`src/hdl/puc_regs.svh`:
```
`ifndef PUC_REGS_SVH
`define PUC_REGS_SVH

// Register byte offsets on the AXI4-Lite bus.
`define PUC_CTRL_OFS     4'h0
`define PUC_STATUS_OFS   4'h4

// Reset value of the control byte: binary radix, counting up.
`define PUC_CTRL_RESET   8'h0C

// Status word fields.
`define PUC_STAT_CARRY   4

// Count limits of the two radices.
`define PUC_BIN_MAX      4'hF
`define PUC_DEC_MAX      4'h9
`define PUC_CNT_MIN      4'h0
`define PUC_CNT_ONE      4'h1

// AXI response codes.
`define PUC_RESP_OKAY    2'h0
`define PUC_RESP_SLVERR  2'h2

// Widths of the bus slice that is decoded.
`define PUC_AXI_AW       4

`endif

```
`src/hdl/puc_pkg.sv`:
```
package puc_pkg;

  // Control byte as software sees it; bit 0 is load_control.
  typedef struct packed {
    logic [3:0] load_data;
    logic       count_up;
    logic       radix_binary;
    logic       carry_in_n;
    logic       load_control;
  } puc_ctrl_s;

  // Read channel state.
  typedef enum logic [0:0] {
    PUC_RD_IDLE = 1'b0,
    PUC_RD_DATA = 1'b1
  } puc_rd_e;

  // Write channel state.
  typedef enum logic [0:0] {
    PUC_WR_IDLE = 1'b0,
    PUC_WR_RESP = 1'b1
  } puc_wr_e;

endpackage

```
`src/hdl/puc_counter.sv`:
```
// Functional notes
// - The counter keeps four state bits with four load inputs, four count outputs and a carry output whose look-ahead works in both radices.
// - While load_control is high the count follows the load inputs without waiting for a count clock edge.
// - Loading all-zero data with load_control high clears the count to zero.
// - A rising count clock edge steps the count by one only when carry_in_n and load_control are both low.
// - The count holds across count clock edges while carry_in_n or load_control is high.
// - The active-low carry output rests high and drops only while carry_in_n is low and the count sits at the terminal value of its direction.
// - Radix select high gives a sixteen-state binary sequence and low gives a ten-state decade sequence.
// - In decade mode the outputs present the count as a BCD digit.
// - Direction select high makes each step increment and low makes it decrement.
// - Counters cascade with a shared clock for synchronous outputs or in ripple fashion from the previous stage carry.
//
// Our own choices: register access over AXI4-Lite and the register addresses.
`timescale 1ns/1ns
`include "puc_regs.svh"

module puc_counter
  import puc_pkg::*;
#(
  parameter int COUNT_W = 4
) (
  input  wire logic                   clk_sys,
  input  wire logic                   rst_n,
  input  wire logic                   count_clk,
  input  wire logic                   cascade_carry_in_n,
  output logic [COUNT_W-1:0]          count_q,
  output logic                        carry_out_n,
  input  wire logic [`PUC_AXI_AW-1:0] s_axi_awaddr,
  input  wire logic [2:0]             s_axi_awprot,
  input  wire logic                   s_axi_awvalid,
  output logic                        s_axi_awready,
  input  wire logic [31:0]            s_axi_wdata,
  input  wire logic [3:0]             s_axi_wstrb,
  input  wire logic                   s_axi_wvalid,
  output logic                        s_axi_wready,
  output logic [1:0]                  s_axi_bresp,
  output logic                        s_axi_bvalid,
  input  wire logic                   s_axi_bready,
  input  wire logic [`PUC_AXI_AW-1:0] s_axi_araddr,
  input  wire logic [2:0]             s_axi_arprot,
  input  wire logic                   s_axi_arvalid,
  output logic                        s_axi_arready,
  output logic [31:0]                 s_axi_rdata,
  output logic [1:0]                  s_axi_rresp,
  output logic                        s_axi_rvalid,
  input  wire logic                   s_axi_rready
);

  // The stage logic is written for exactly four bits.
  if (COUNT_W != 4) begin : g_bad_width
    $error("puc_counter supports only COUNT_W of 4");
  end

  ////////////////////////////////////////////////////////////////////////////
  // Helpers: address decode shared by the read and write paths, and the count step.

  function automatic logic is_mapped(input logic [`PUC_AXI_AW-1:0] addr);
    if (addr == `PUC_CTRL_OFS) begin
      is_mapped = 1'b1;
    end else if (addr == `PUC_STATUS_OFS) begin
      is_mapped = 1'b1;
    end else begin
      is_mapped = 1'b0;
    end
  endfunction

  // Next count for one step, with wrap-around in either radix.
  function automatic logic [3:0] step_value(input logic [3:0] cnt,
                                            input logic       up,
                                            input logic       binary);
    logic [3:0] top;
    top = binary ? `PUC_BIN_MAX : `PUC_DEC_MAX;
    if (up) begin
      // Out-of-range decade values left by a load also fold to zero.
      step_value = (cnt >= top) ? `PUC_CNT_MIN
                                : 4'(cnt + `PUC_CNT_ONE);
    end else begin
      step_value = (cnt == `PUC_CNT_MIN) ? top
                                         : 4'(cnt - `PUC_CNT_ONE);
    end
  endfunction

  ////////////////////////////////////////////////////////////////////////////
  // Pin synchronisers. The first stage feeds only the second.

  logic cclk_meta;
  logic cclk_sync;
  logic cclk_prev;
  logic cin_meta;
  logic cin_sync;

  always_ff @(posedge clk_sys) begin
    if (!rst_n) begin
      cclk_meta <= 1'b1;
      cclk_sync <= 1'b1;
      cclk_prev <= 1'b1;
      cin_meta  <= 1'b1;
      cin_sync  <= 1'b1;
    end else begin
      cclk_meta <= count_clk;
      cclk_sync <= cclk_meta;
      cclk_prev <= cclk_sync;
      cin_meta  <= cascade_carry_in_n;
      cin_sync  <= cin_meta;
    end
  end

  // Rising edge of the count clock, one system cycle wide.
  logic cclk_rise;
  assign cclk_rise = cclk_sync & ~cclk_prev;

  ////////////////////////////////////////////////////////////////////////////
  // AXI4-Lite write path and control register.

  puc_wr_e    wr_state;
  puc_wr_e    next_wr_state;
  logic       aw_held;
  logic       next_aw_held;
  logic       w_held;
  logic       next_w_held;
  logic [3:0] aw_addr;
  logic [3:0] next_aw_addr;
  logic [7:0] w_byte;
  logic [7:0] next_w_byte;
  logic       w_lane0;
  logic       next_w_lane0;
  logic [1:0] bresp;
  logic [1:0] next_bresp;
  puc_ctrl_s  ctrl;
  puc_ctrl_s  next_ctrl;

  assign s_axi_awready = (wr_state == PUC_WR_IDLE) & ~aw_held;
  assign s_axi_wready  = (wr_state == PUC_WR_IDLE) & ~w_held;
  assign s_axi_bvalid  = (wr_state == PUC_WR_RESP);
  assign s_axi_bresp   = bresp;

  // Address and data are taken in either order; the write commits
  // once both are present, and the response waits for bready.
  always_comb begin
    logic aw_now;
    logic w_now;
    logic [3:0] addr_now;
    aw_now        = aw_held | (s_axi_awvalid & s_axi_awready);
    w_now         = w_held | (s_axi_wvalid & s_axi_wready);
    addr_now      = aw_held ? aw_addr : s_axi_awaddr;
    next_wr_state = wr_state;
    next_aw_held  = aw_held;
    next_w_held   = w_held;
    next_aw_addr  = aw_addr;
    next_w_byte   = w_byte;
    next_w_lane0  = w_lane0;
    next_bresp    = bresp;
    next_ctrl     = ctrl;
    case (wr_state)
      PUC_WR_IDLE: begin
        if (s_axi_awvalid & s_axi_awready) begin
          next_aw_addr = s_axi_awaddr;
        end
        if (s_axi_wvalid & s_axi_wready) begin
          next_w_byte  = s_axi_wdata[7:0];
          next_w_lane0 = s_axi_wstrb[0];
        end
        if (aw_now & w_now) begin
          next_aw_held  = 1'b0;
          next_w_held   = 1'b0;
          next_wr_state = PUC_WR_RESP;
          next_bresp    = is_mapped(addr_now) ? `PUC_RESP_OKAY
                                              : `PUC_RESP_SLVERR;
          if ((addr_now == `PUC_CTRL_OFS) &&
              (w_held ? w_lane0 : s_axi_wstrb[0])) begin
            next_ctrl = w_held ? w_byte : s_axi_wdata[7:0];
          end
        end else begin
          next_aw_held = aw_now;
          next_w_held  = w_now;
        end
      end
      PUC_WR_RESP: begin
        if (s_axi_bready) begin
          next_wr_state = PUC_WR_IDLE;
        end
      end
      default: begin
        next_wr_state = PUC_WR_IDLE;
      end
    endcase
  end

  // Write channel registers.
  always_ff @(posedge clk_sys) begin
    if (!rst_n) begin
      wr_state <= PUC_WR_IDLE;
      aw_held  <= 1'b0;
      w_held   <= 1'b0;
      aw_addr  <= 4'h0;
      w_byte   <= 8'h00;
      w_lane0  <= 1'b0;
      bresp    <= `PUC_RESP_OKAY;
      ctrl     <= `PUC_CTRL_RESET;
    end else begin
      wr_state <= next_wr_state;
      aw_held  <= next_aw_held;
      w_held   <= next_w_held;
      aw_addr  <= next_aw_addr;
      w_byte   <= next_w_byte;
      w_lane0  <= next_w_lane0;
      bresp    <= next_bresp;
      ctrl     <= next_ctrl;
    end
  end

  ////////////////////////////////////////////////////////////////////////////
  // Counter core.

  logic [3:0] count;
  logic [3:0] next_count;
  logic       carry_n;
  logic       next_carry_n;

  // Carry-in from software and from a previous stage combine: either
  // one high inhibits, so an unused pin must sit low.
  logic       cin_n_eff;
  assign cin_n_eff = ctrl.carry_in_n | cin_sync;

  // Load has priority over counting and is re-applied every system
  // cycle, so the count tracks the load_data nibble while load stays high.
  always_comb begin
    logic [3:0] top;
    logic       cin_next;
    top        = next_ctrl.radix_binary ? `PUC_BIN_MAX : `PUC_DEC_MAX;
    // The synchronised pin is what the count path also obeys.
    cin_next   = next_ctrl.carry_in_n | cin_sync;
    next_count = count;
    if (next_ctrl.load_control) begin
      next_count = next_ctrl.load_data;
    end else if (cclk_rise && !cin_n_eff) begin
      next_count = step_value(count, ctrl.count_up,
                              ctrl.radix_binary);
    end else begin
      next_count = count;
    end
    // Look-ahead carry from the coming state so it lines up with it.
    next_carry_n = 1'b1;
    if (!cin_next) begin
      if (next_ctrl.count_up) begin
        next_carry_n = (next_count != top);
      end else begin
        next_carry_n = (next_count != `PUC_CNT_MIN);
      end
    end
  end

  // Count and carry registers drive the pins directly.
  always_ff @(posedge clk_sys) begin
    if (!rst_n) begin
      count   <= `PUC_CNT_MIN;
      carry_n <= 1'b1;
    end else begin
      count   <= next_count;
      carry_n <= next_carry_n;
    end
  end

  assign count_q     = count;
  assign carry_out_n = carry_n;

  ////////////////////////////////////////////////////////////////////////////
  // AXI4-Lite read path.

  puc_rd_e     rd_state;
  puc_rd_e     next_rd_state;
  logic [31:0] rdata;
  logic [31:0] next_rdata;
  logic [1:0]  rresp;
  logic [1:0]  next_rresp;

  assign s_axi_arready = (rd_state == PUC_RD_IDLE);
  assign s_axi_rvalid  = (rd_state == PUC_RD_DATA);
  assign s_axi_rdata   = rdata;
  assign s_axi_rresp   = rresp;

  // Read data is captured when the address is taken.
  always_comb begin
    next_rd_state = rd_state;
    next_rdata    = rdata;
    next_rresp    = rresp;
    case (rd_state)
      PUC_RD_IDLE: begin
        if (s_axi_arvalid) begin
          next_rd_state = PUC_RD_DATA;
          next_rresp    = is_mapped(s_axi_araddr) ? `PUC_RESP_OKAY
                                                  : `PUC_RESP_SLVERR;
          if (s_axi_araddr == `PUC_CTRL_OFS) begin
            next_rdata = {24'h000000, ctrl};
          end else if (s_axi_araddr == `PUC_STATUS_OFS) begin
            next_rdata = 32'h00000000;
            next_rdata[3:0] = count;
            next_rdata[`PUC_STAT_CARRY] = carry_n;
          end else begin
            next_rdata = 32'h00000000;
          end
        end
      end
      PUC_RD_DATA: begin
        if (s_axi_rready) begin
          next_rd_state = PUC_RD_IDLE;
        end
      end
      default: begin
        next_rd_state = PUC_RD_IDLE;
      end
    endcase
  end

  // Read channel registers.
  always_ff @(posedge clk_sys) begin
    if (!rst_n) begin
      rd_state <= PUC_RD_IDLE;
      rdata    <= 32'h00000000;
      rresp    <= `PUC_RESP_OKAY;
    end else begin
      rd_state <= next_rd_state;
      rdata    <= next_rdata;
      rresp    <= next_rresp;
    end
  end

endmodule

```
`config.mk`:
```
export PLATFORM = sky130hd
export DESIGN_NAME = puc_counter
export DESIGN_NICKNAME = d
export VERILOG_FILES = /design/src/hdl/puc_pkg.sv /design/src/hdl/puc_counter.sv
export VERILOG_INCLUDE_DIRS = /design/src /design/src/hdl
export SDC_FILE = /design/constraint.sdc
export NUM_CORES = 1
export LEC_CHECK = 0
export BUFFER_PORTS_ARGS = -buffer_cell sky130_fd_sc_hd__buf_4
export CORE_MARGIN = 1
export CORE_UTILIZATION = 49
export CTS_BUF_LIST = sky130_fd_sc_hd__clkbuf_4 sky130_fd_sc_hd__clkbuf_8
export DETAILED_ROUTE_END_ITERATION = 7
export HOLD_SLACK_MARGIN = 0.03
export PLACE_DENSITY = 0.82
export SYNTH_ARGS = -nofsm -noshare
export SYNTH_HDL_FRONTEND = slang
export SYNTH_SLANG_ARGS = --single-unit
```
`constraint.sdc`:
```
create_clock -name clk_sys -period 2.6 [get_ports clk_sys]
set_clock_uncertainty 0.05 [all_clocks]
set_input_delay 0.13 -clock clk_sys [delete_from_list [all_inputs] [get_ports clk_sys]]
set_output_delay 0.13 -clock clk_sys [all_outputs]
set_load 0.01 [all_outputs]
```
==> out/results.tsv, run 1 <==
stage	metric	value	unit
pwr	net switching power	0.403	mW
worst_setup_path	Setup CP Type	reg2reg	
route	vias after detailed routing	2113	
timing	endpoints failing setup	0	
min_path	Hold Crit Class	in2reg	
grt	global-route wire length before repair	8.48	mm
grt	largest net degree at the start of global routing	37	
worst_setup_path	crit start category	flip-flop	
floorplanning	top-level I/O count	105	
cells_and_area	Final #Nets	402	
logic_synthesis	Post-synth EDFFs	0	
timing	slew margin rel.	46.4	%
cells_and_area	post-route cell area	2890	um2
grt	initial antenna violation count	0	
placed_design	Post-DP HPWL	3.75	mm
floorplanning	full die area	5230	um2
min_path	WHS Path Cells	3	
placed_design	IO Port Bufs	45	
placed_design	Post-DP Area	2750	um2
clock_network	total clock sinks	45	
logic_synthesis	unique cell type count in the Yosys netlist	49	
timing	final hold slack	29.8	ps
grt	All-Layer GR Usage	20.6	%
cells_and_area	diode count	0	
clock_network	clk_lat worst skew	300	ps
route	drt pass-1 iters	4	
route	ANT nets after route	0	
worst_setup_path	Crit. End Element	flip-flop	
timing	Pins Over Slew Limit	0	
route	final wirelength	5.10	mm
worst_setup_path	critical-path cell list	ha_1 > a211o_1 > o211ai_1 > a221o_1 > a22oi_1 > mux2_4 > or3_1 > nand2_1 > a21oi_1	
logic_synthesis	Synth top area share	37.2	%
floorplanning	Starting Density	51.0	%
grt	GRT overflow	0	
logic_synthesis	Synth Instances	288	
worst_setup_path	CP Buf/Inv Count	0	
worst_setup_path	Crit path depth	9	
clock_network	clk buf depth	2	
logic_synthesis	Main synth FF type	dfxtp_1	
grt	vias in the first global route	1922	
logic_synthesis	ys async rst share	0	%
cells_and_area	Finished Core Util	60.7	%
pwr	leakage	1.29	nW
cells_and_area	Area Overhead vs Synth	19.1	%
timing	Worst-Margin Slew	803	ps
route	number of DRC markers in iteration 0	91	
worst_setup_path	CP Max Fanout	5	
pwr	sequential share of power	51.8	%
logic_synthesis	post-synthesis simple-gate area fraction	20.9	%
pwr	Int Pwr	1.05	mW
logic_synthesis	top cells by area, synth	dfxtp_1 (37%), mux2i_1 (12%), buf_4 (8.1%)	
logic_synthesis	Synth Area in Adders	2.07	%
logic_synthesis	multiplexer area fraction after synthesis	14.0	%
worst_setup_path	CP delay by family, top	compound AO/OA/AOI/OAI gates	
timing	final hold violation count	0	
clock_network	Num CTS Buffers	5	
timing	RSZ-0062 raised after global routing	false	
worst_setup_path	CP max-delay cell	dfxtp_1	
timing	setup TNS	0	ps
route	post-DR vias/cell	5.19	
clock_network	Clock transition at path regs	80	ps
floorplanning	std cell rows	25	
timing	fmax	407	MHz
floorplanning	die width	72.3	um
status	outcome	completed	
clock_network	# H-tree levels	2	
route	drc violations	0	
pwr	Design Power	1.45	mW
worst_setup_path	Slowest Stage Delay on Critical Path	450	ps
placed_design	gp weighted congestion	0.816	
logic_synthesis	Ys Warns	0	
floorplanning	die height	72.3	um
floorplanning	CORE AREA	4750	um2
timing	Tmin final	2460	ps
flow_run	Max-Cap Viols	0	
logic_synthesis	cell area after synthesis	2420	um2
cells_and_area	share of cells above drive strength 1	20.6	%
pwr	maximum vdd drop	0.484	mV
pwr	Pwr per Cell Area	502	nW/um2
worst_setup_path	WP data arrival	2590	ps
pwr	Net Sw Frac	27.8	%
logic_synthesis	area leader, netlist	dfxtp_1	
logic_synthesis	largest family of logic cells by synthesized area	simple AND/OR/NAND/NOR gates	
logic_synthesis	Synth Area in XOR/XNOR	0	%
clock_network	TritonCTS clock tree	built	
logic_synthesis	Synth Area in Compound Gates	13.9	%
pwr	Clock power frac	29.1	%
logic_synthesis	Synth Area per Inst	8.42	um2
pwr	logic gate share of total power	19.1	%
clock_network	CTS root buf	clkbuf_8	
route	wire per inst	12.5	um
logic_synthesis	flops & latches, synth	45	
worst_setup_path	R2R depth	9	
logic_synthesis	sequential share of the synthesized area	37.2	%
timing	Final Cycle Share	94.6	%
worst_setup_path	Required @ worst endpoint	2730	ps
clock_network	post-CTS setup buffers	0	
[placed cells by master (no fill, tap or decap), types with 2 or more instances in the layout]
cell type | synthesis | routed
buf_4 | 26 | 53
dfxtp_1 | 45 | 45
nor2_1 | 42 | 42
mux2i_1 | 29 | 29
conb_1 | 1 | 26
a21oi_1 | 20 | 20
nand2_1 | 16 | 16
nor3_1 | 12 | 12
inv_1 | 9 | 9
nand2b_1 | 8 | 8
a211oi_1 | 5 | 5
o21ai_0 | 5 | 5
clkbuf_8 | 0 | 5
dlygate4sd3_1 | 0 | 5
a31oi_1 | 4 | 4
nand3_1 | 4 | 4
ha_1 | 4 | 4
mux2_2 | 3 | 3
o21ai_1 | 3 | 3
nor3b_1 | 3 | 3
o211ai_1 | 3 | 3
a21o_1 | 2 | 2
nor4_1 | 2 | 2
and3_1 | 2 | 2
and2_1 | 2 | 2
or3_1 | 2 | 2
and4b_1 | 2 | 2
clkinv_2 | 0 | 2
[sequential cells by signal, indices dropped and copies added (netlist names), 4 cells and up]
signal / count
count_q: 4
w_byte: 8
ctrl: 8
s_axi_rdata: 8
aw_addr: 4
[through the flow]
stage | std cells | setup WS, ps
global route | 407 | 30.6
global placement | 394 | 212
floorplan | 313 | 261
finish | 407 | 141
CTS | 407 | 172
detailed placement | 394 | 191
[worst paths after layout]
kind,start,to,slack [ps]
worst min-delay path,s_axi_wdata[3],w_byte[3],30
worst max register to register,count_q[1],carry_out_n,140
worst min register to register,cclk_meta,cclk_sync,360
worst max-delay path,count_q[1],carry_out_n,140
[cell families (layout without fill, tap and decap cells)]
| family | after synthesis | in the layout |
|---|---|---|
| fa+ha+maj | 4 | 4 |
| mux | 33 | 33 |
| flops | 45 | 45 |
| buf+inv | 49 | 76 |
| simple gates | 103 | 103 |
| compound gates | 53 | 53 |
| other cells | 1 | 26 |
[what timing repair did]
item / in CTS / in global routing
hold buffers: 5 / 0
endpoints found under the hold margin: 5 / 0
resized for setup: 0 / 0
endpoints found under the setup margin: 0 / 0
[final cells by class]
cell class / instances / area, um2
flip-flops and latches: 45 / 901
multi-input cells: 219 / 1330
inverters: 10 / 37.5
well taps: 67 / 83.8
clock inverters: 2 / 10.0
fillers: 443 / 1870
repair buffers: 58 / 448
clock buffers: 6 / 76.3
[worst reg2reg max path: stages (launching register included)]
cell      delay [ps]
dfxtp_1          450
ha_1             290
a211o_1          290
o211ai_1         170
a221o_1          270
a22oi_1           80
mux2_4           300
or3_1            300
nand2_1           80
a21oi_1           60
[power groups by stage]
stage | clock network, mW | registers, mW | logic, mW
detailed placement | 0 | 0.766 | 0.268
global placement | 0 | 0.764 | 0.261
floorplan | 0 | 0.762 | 0.207
finish | 0.422 | 0.751 | 0.277
global route | 0.459 | 0.755 | 0.306
CTS | 0.429 | 0.750 | 0.276
[per-layer routing]
layer | routed length [um] | vias up | track usage (%) | share of wire, %
met5 | 0 | - | 0 | 0
met4 | 46 | 0 | 6.10 | 0.90
met3 | 257 | 5 | 5.97 | 5.0
met2 | 2540 | 66 | 35.3 | 50
met1 | 2260 | 986 | 25.0 | 44
li1 | - | 1056 | - | -
[Yosys cell counts, drive strengths merged, types with 2 or more instances]
cell type	n
dfxtp	45
nor2	42
buf	31
mux2i	29
a21oi	21
nand2	16
nor3	12
inv	10
clkbuf	8
nand2b	8
o21ai	8
a211oi	5
a31oi	4
ha	4
mux2	4
nand3	4
nor3b	3
nor4	3
o211ai	3
a21o	2
and2	2
and3	2
and4b	2
or3	2
Note: power is estimated with default switching activity, not from simulation.
==> run 2: changes to the inputs <==
Settings changed: ABC_AREA set to 1, CAP_MARGIN set to 20, CORE_UTILIZATION 49 to 50.
==> run 2 against run 1 <==
Compared with the run above:
- cell area rose by 2.3%
- clock power grew 19%
- sequential share of layout area fell by 0.70 points
- wire length rose by 2.5%
- fmax grew 12%
- utilization is 0.19 points higher
- area after synthesis rose by 6.0%
- non-clock buffer count is 11 lower
- combinational power is 4% lower
- critical path type unchanged
==> out/results.tsv, run 2 <==
stage	metric	value	unit	change
logic_synthesis	sequential share of the synthesized area	35.1	%	was 37.2%
cells_and_area	fillers	474		was 443
logic_synthesis	Ys Warns	0		unchanged
logic_synthesis	cell area after synthesis	2570	um2	was 2420 um2
cells_and_area	Area Overhead vs Synth	14.9	%	was 19.1%
placed_design	gp weighted congestion	0.870		was 0.816
logic_synthesis	top post-synthesis cells by count	nand2_1 (88), nor2_1 (67), dfxtp_1 (45), inv_1 (41), o21ai_0 (32)		was dfxtp_1 (45), nor2_1 (42), mux2i_1 (29), buf_4 (26), a21oi_1 (20)
logic_synthesis	Synth Area per Inst	6.64	um2	was 8.42 um2
pwr	Pwr per Cell Area	518	nW/um2	was 502 nW/um2
status	outcome	completed		unchanged
timing	setup TNS	0	ps	unchanged
route	drt pass-1 iters	5		was 4
timing	Final Cycle Share	84.5	%	was 94.6%
worst_setup_path	R2R depth	15		was 9
worst_setup_path	Setup CP Type	reg2reg		unchanged
clock_network	total clock sinks	45		unchanged
clock_network	CTS root buf	clkbuf_8		unchanged
logic_synthesis	flops & latches, synth	45		unchanged
floorplanning	std cell rows	25		unchanged
clock_network	Clock transition at path regs	80	ps	about the same
pwr	leakage	1.54	nW	was 1.29 nW
cells_and_area	share of cells above drive strength 1	17.0	%	was 20.6%
cells_and_area	most frequent cells in the layout	nand2_1 (88), nor2_1 (67), dfxtp_1 (45), buf_4 (45), inv_1 (41)		was buf_4 (53), dfxtp_1 (45), nor2_1 (42)
timing	RSZ-0062 raised after global routing	false		unchanged
grt	GRT overflow	0		unchanged
worst_setup_path	WP data arrival	2340	ps	was 2590 ps
worst_setup_path	r2r startpoint	w_held		was count_q[1]
logic_synthesis	top cells by area, synth	dfxtp_1 (35%), nand2_1 (13%), nor2_1 (9.8%)		was dfxtp_1 (37%), mux2i_1 (12%), buf_4 (8.1%)
grt	All-Layer GR Usage	21.2	%	was 20.6%
clock_network	Num CTS Buffers	5		unchanged
clock_network	clk_lat worst skew	300	ps	about the same
route	wire per inst	10.5	um	was 12.5 um
pwr	Design Power	1.53	mW	was 1.45 mW
clock_network	clk buf depth	2		unchanged
floorplanning	top-level I/O count	105		unchanged
min_path	Hold Crit Start	s_axi_wdata[0]		was s_axi_wdata[3]
min_path	Hold Crit Class	in2reg		unchanged
timing	endpoints failing setup	0		unchanged
worst_setup_path	crit start category	flip-flop		unchanged
clock_network	# H-tree levels	2		unchanged
worst_setup_path	reg2reg end	carry_out_n		unchanged
timing	fmax	455	MHz	was 407 MHz
min_path	WHS Path Cells	3		unchanged
worst_setup_path	CP Max Fanout	13		was 5
worst_setup_path	Crit. End Element	flip-flop		unchanged
placed_design	IO Port Bufs	45		unchanged
logic_synthesis	Synth Instances	387		was 288
floorplanning	die width	73.7	um	was 72.3 um
floorplanning	Starting Density	53.0	%	was 51.0%
route	post-DR vias/cell	4.82		was 5.19
logic_synthesis	Post-synth EDFFs	0		unchanged
grt	global-route wire length before repair	9.05	mm	was 8.48 mm
grt	vias in the first global route	2183		was 1922
route	drc violations	0		unchanged
floorplanning	full die area	5430	um2	was 5230 um2
min_path	Hold Path Sink	w_byte[0]		was w_byte[3]
logic_synthesis	Synth top area share	35.1	%	was 37.2%
timing	slew margin rel.	47.8	%	was 46.4%
worst_setup_path	R2R setup slack	400	ps	was 140 ps
timing	final hold violation count	0		unchanged
cells_and_area	diode count	0		unchanged
timing	final hold slack	44.4	ps	was 29.8 ps
logic_synthesis	most frequent cell after synthesis	nand2_1		was dfxtp_1
pwr	maximum vdd drop	0.394	mV	was 0.484 mV
cells_and_area	commonest non-fill, non-tap cell in the layout	nand2_1		was buf_4
clock_network	hold-fix buffers at CTS	2		was 5
cells_and_area	Final #Nets	493		was 402
placed_design	Post-DP HPWL	3.98	mm	was 3.75 mm
flow_run	Max-Cap Viols	0		unchanged
route	vias after detailed routing	2397		was 2113
floorplanning	CORE AREA	4850	um2	was 4750 um2
grt	largest net degree at the start of global routing	27		was 37
logic_synthesis	Main synth FF type	dfxtp_1		unchanged
worst_setup_path	Required @ worst endpoint	2750	ps	was 2730 ps
route	ANT nets after route	0		unchanged
clock_network	post-cts sizing count	0		unchanged
clock_network	post-CTS setup buffers	0		unchanged
route	final wirelength	5.23	mm	was 5.10 mm
logic_synthesis	area leader, netlist	dfxtp_1		unchanged
grt	initial antenna violation count	0		unchanged
logic_synthesis	unique cell type count in the Yosys netlist	32		was 49
timing	Pins Over Slew Limit	0		unchanged
logic_synthesis	ys async rst share	0	%	unchanged
clock_network	TritonCTS clock tree	built		unchanged
route	number of DRC markers in iteration 0	101		was 91
timing	Tmin final	2200	ps	was 2460 ps
floorplanning	die height	73.7	um	was 72.3 um
timing	Worst-Margin Slew	782	ps	was 803 ps
[run 2: layer usage]
metal  track usage (%)  wire, um  up-vias
met5                 0         0        -
met4              7.26        72        0
met3              4.66       279        8
met2              36.0      2530       86
met1              26.3      2350     1053
li1                  -         -     1250
[run 2: cells by family (layout without fill, tap and decap cells)]
| family | Yosys count | count (layout) | synth area share [%] |
|---|---|---|---|
| other cells | 1 | 26 | 0.146 |
| fa+ha+maj | 4 | 4 | 1.95 |
| simple gates | 193 | 193 | 32.1 |
| mux | 1 | 1 | 0.389 |
| compound gates | 63 | 63 | 13.9 |
| flops | 45 | 45 | 35.1 |
| buf+inv | 80 | 98 | 16.5 |
[run 2: worst max-delay path, stage by stage, from the launching register on]
cell and delay (ps):
dfxtp_1 540, inv_2 180, nand2_1 90, nand2_1 50, nand2_1 150, nor2_8 80
nand2_4 140, nand2_1 70, nand2_1 160, nand2_1 100, nand2_1 120, nand2_1 80
inv_1 50, nand2_1 60, a21oi_1 120, nand2_1 50
[run 2: power breakdown]
group	internal, mW	leakage (nW)	switching, mW
Combinational	0.106	1.11	0.159
Sequential	0.730	0.369	0.0296
Clock	0.279	0.0540	0.225
[run 2: per-stage QoR]
step	utilization (%)	area, um2	cells	setup WS [ps]
2_1_floorplan	-	2660	412	785
3_3_place_gp	58.3	2830	488	467
3_5_place_dp	58.3	2830	488	443
4_1_cts	60.9	2950	497	422
5_1_grt	60.9	2950	497	130
6_report	60.9	2950	497	404
[run 2: final cells by class]
cell class	count	area [um2]	share of cell area, %
Multi-Input combinational cell	287	1340	45.4
Sequential cell	45	901	30.5
Clock buffer	5	68.8	2.33
Timing Repair Buffer	47	358	12.1
Tap cell	67	83.8	2.84
Inverter	44	166	5.64
Clock inverter	2	35.0	1.19
[run 2: worst max-delay path by stage]
stage / from / to / slack, ps / depth (start not counted)
floorplan: count_q[0] / carry_out_n / 790 / 14
global route: w_held / carry_out_n / 130 / 15
detailed placement: w_held / carry_out_n / 440 / 15
CTS: w_held / carry_out_n / 420 / 15
finish: w_held / carry_out_n / 400 / 15
global placement: w_held / carry_out_n / 470 / 15
==> run 3: changes to the inputs <==
Clock period 2.6 ns to 2.29 ns, I/O delays scaled along.
==> run 3 against run 2 <==
Compared with the run above:
- via count fell by 1.0%
- non-clock buffer count rose by 8
- power rose by 9.2%
- register-to-register slack got worse by 110 ps
- largest cell class unchanged
- cell area rose by 1.8%
==> out/results.tsv, run 3 (synthesis results as in run 2) <==
stage	metric	value	unit	change
status	outcome	completed		unchanged
cells_and_area	diode count	0		unchanged
placed_design	IO Port Bufs	45		unchanged
pwr	Net Sw Frac	27.6	%	was 27.1%
clock_network	clk buf depth	2		unchanged
pwr	logic gate share of total power	18.7	%	was 17.3%
pwr	net switching power	0.462	mW	was 0.413 mW
worst_setup_path	WP data arrival	2140	ps	was 2340 ps
placed_design	gp weighted congestion	0.889		was 0.870
pwr	leakage	1.57	nW	was 1.54 nW
pwr	Pwr per Cell Area	555	nW/um2	was 518 nW/um2
cells_and_area	share of cells above drive strength 1	17.8	%	was 17.0%
grt	vias in the first global route	2039		was 2183
route	final wirelength	5.17	mm	was 5.23 mm
timing	endpoints failing setup	0		unchanged
grt	All-Layer GR Usage	20.3	%	was 21.2%
grt	GRT overflow	0		unchanged
route	wire per inst	10.2	um	was 10.5 um
grt	M1 GR Usage	25.4	%	was 26.3%
timing	Worst-Margin Slew	800	ps	was 782 ps
clock_network	total clock sinks	45		unchanged
timing	Tmin final	1990	ps	was 2200 ps
floorplanning	Starting Density	53.0	%	unchanged
worst_setup_path	CP Max Fanout	13		unchanged
worst_setup_path	Crit. End Element	flip-flop		unchanged
clock_network	Num CTS Buffers	5		unchanged
cells_and_area	Final #Nets	501		was 493
grt	largest net degree at the start of global routing	27		unchanged
grt	global-route wire length before repair	8.58	mm	was 9.05 mm
route	post-DR vias/cell	4.70		was 4.82
clock_network	post-cts sizing count	0		unchanged
route	drc violations	0		unchanged
clock_network	clk_lat worst skew	300	ps	about the same
floorplanning	die height	73.7	um	unchanged
timing	slew margin rel.	46.6	%	was 47.8%
floorplanning	full die area	5430	um2	unchanged
floorplanning	std cell rows	25		unchanged
placed_design	Post-DP HPWL	3.92	mm	was 3.98 mm
cells_and_area	Finished Core Util	62.0	%	was 60.9%
floorplanning	top-level I/O count	105		unchanged
pwr	Int Pwr	1.21	mW	was 1.11 mW
worst_setup_path	critical-path cell list	a21oi_1 > nand2_1 > nor2_8 > nand2_4 > nand2_1 > nand2_1 > nand2_1 > nand2_1 > nand2_1 > inv_1 > nand2_1 > a21oi_1 > nand2_1		was inv_2 > nand2_1 > nand2_1 > nand2_1 > nor2_8 > nand2_4 > nand2_1 > nand2_1 > nand2_1 > nand2_1 > nand2_1 > inv_1 > nand2_1 > a21oi_1 > nand2_1
grt	grt met3 use	4.25	%	was 4.66%
worst_setup_path	Slowest Stage Delay on Critical Path	600	ps	was 540 ps
route	drt pass-1 iters	4		was 5
route	vias after detailed routing	2372		was 2397
worst_setup_path	CP max-delay cell	dfxtp_1		unchanged
grt	met2 Use GR	35.0	%	was 36.0%
timing	Final Cycle Share	87.0	%	was 84.5%
timing	Pins Over Slew Limit	0		unchanged
clock_network	Clock transition at path regs	90	ps	was 80 ps
timing	fmax	502	MHz	was 455 MHz
flow_run	Max-Cap Viols	0		unchanged
route	ANT nets after route	0		unchanged
min_path	Hold Crit Class	in2reg		unchanged
clock_network	TritonCTS clock tree	built		unchanged
grt	layer with the highest usage	met2		unchanged
timing	final hold violation count	0		unchanged
pwr	Clock power frac	29.9	%	was 33.0%
floorplanning	CORE AREA	4850	um2	unchanged
cells_and_area	fillers	447		was 474
cells_and_area	Area Overhead vs Synth	17.0	%	was 14.9%
clock_network	# H-tree levels	2		unchanged
worst_setup_path	Required @ worst endpoint	2440	ps	was 2750 ps
floorplanning	die width	73.7	um	unchanged
cells_and_area	most frequent cells in the layout	nand2_1 (88), nor2_1 (67), buf_4 (50)		was nand2_1 (88), nor2_1 (67), dfxtp_1 (45), buf_4 (45), inv_1 (41)
worst_setup_path	Setup CP Type	reg2reg		unchanged
worst_setup_path	crit start category	flip-flop		unchanged
worst_setup_path	CP most frequent cell	nand2_1		unchanged
cells_and_area	commonest non-fill, non-tap cell in the layout	nand2_1		unchanged
pwr	sequential share of power	51.4	%	was 49.7%
pwr	maximum vdd drop	0.305	mV	was 0.394 mV
timing	setup TNS	0	ps	unchanged
clock_network	CTS root buf	clkbuf_8		unchanged
timing	RSZ-0062 raised after global routing	false		unchanged
grt	initial antenna violation count	0		unchanged
route	number of DRC markers in iteration 0	146		was 101
[run 3: what timing repair did]
item | CTS | global route
hold buffers | 5 | 0
setup buffers | 0 | 0
endpoints found under the hold margin | 5 | 0
[run 3: worst paths after layout]
| check | startpoint | endpoint | slack (ps) | cells after the start |
|---|---|---|---|---|
| setup / recovery | s_axi_bvalid | carry_out_n | 300 | 13 |
| hold / removal | s_axi_wdata[7] | w_byte[7] | 30 | 3 |
| setup reg to reg | s_axi_bvalid | carry_out_n | 300 | 13 |
| hold reg to reg | cin_meta | cin_sync | 370 | 1 |
[run 3: area by class of cell]
| class | instances | area [um2] | share of cell area [%] |
|---|---|---|---|
| inverter | 44 | 166 | 5.53 |
| clock buffer | 7 | 90.1 | 3.00 |
| timing repair buffer | 55 | 425 | 14.1 |
| multi-input combinational | 287 | 1340 | 44.6 |
| sequential | 45 | 901 | 30.0 |
| tap | 67 | 83.8 | 2.79 |
[run 3: worst max-delay path, delay by kind of cell (launching register included)]
kind,cells,cell delay (ps)
buf+inv,1,50
simple gates,10,1000
compound gates,2,190
flops,1,600
[run 3: routing by layer]
metal  vias up  share of wire, %
met5         -                 0
li1       1268                 -
met4         0              0.56
met3         5               3.1
met1      1041                48
met2        58                49
[run 3: through the flow]
step	setup WS (ps)	std cells	power [mW]	cell area (um2)	hold slack, ps
after floorplan	475	412	1.11	2660	171
after global placement	327	493	1.17	2870	252
after detailed placement	314	493	1.18	2870	255
after CTS	306	505	1.68	3010	30.1
after global routing	40.7	505	1.77	3010	37.3
final	297	505	1.67	3010	28.8
[run 3: power groups by stage]
| stage | Combinational, mW | Sequential [mW] | Clock, mW |
|---|---|---|---|
| 2_1_floorplan | 0.237 | 0.873 | 0 |
| 3_5_place_dp | 0.304 | 0.876 | 0 |
| 4_1_cts | 0.312 | 0.858 | 0.512 |
| 3_3_place_gp | 0.297 | 0.875 | 0 |
| 6_report | 0.312 | 0.858 | 0.499 |
| 5_1_grt | 0.355 | 0.865 | 0.550 |
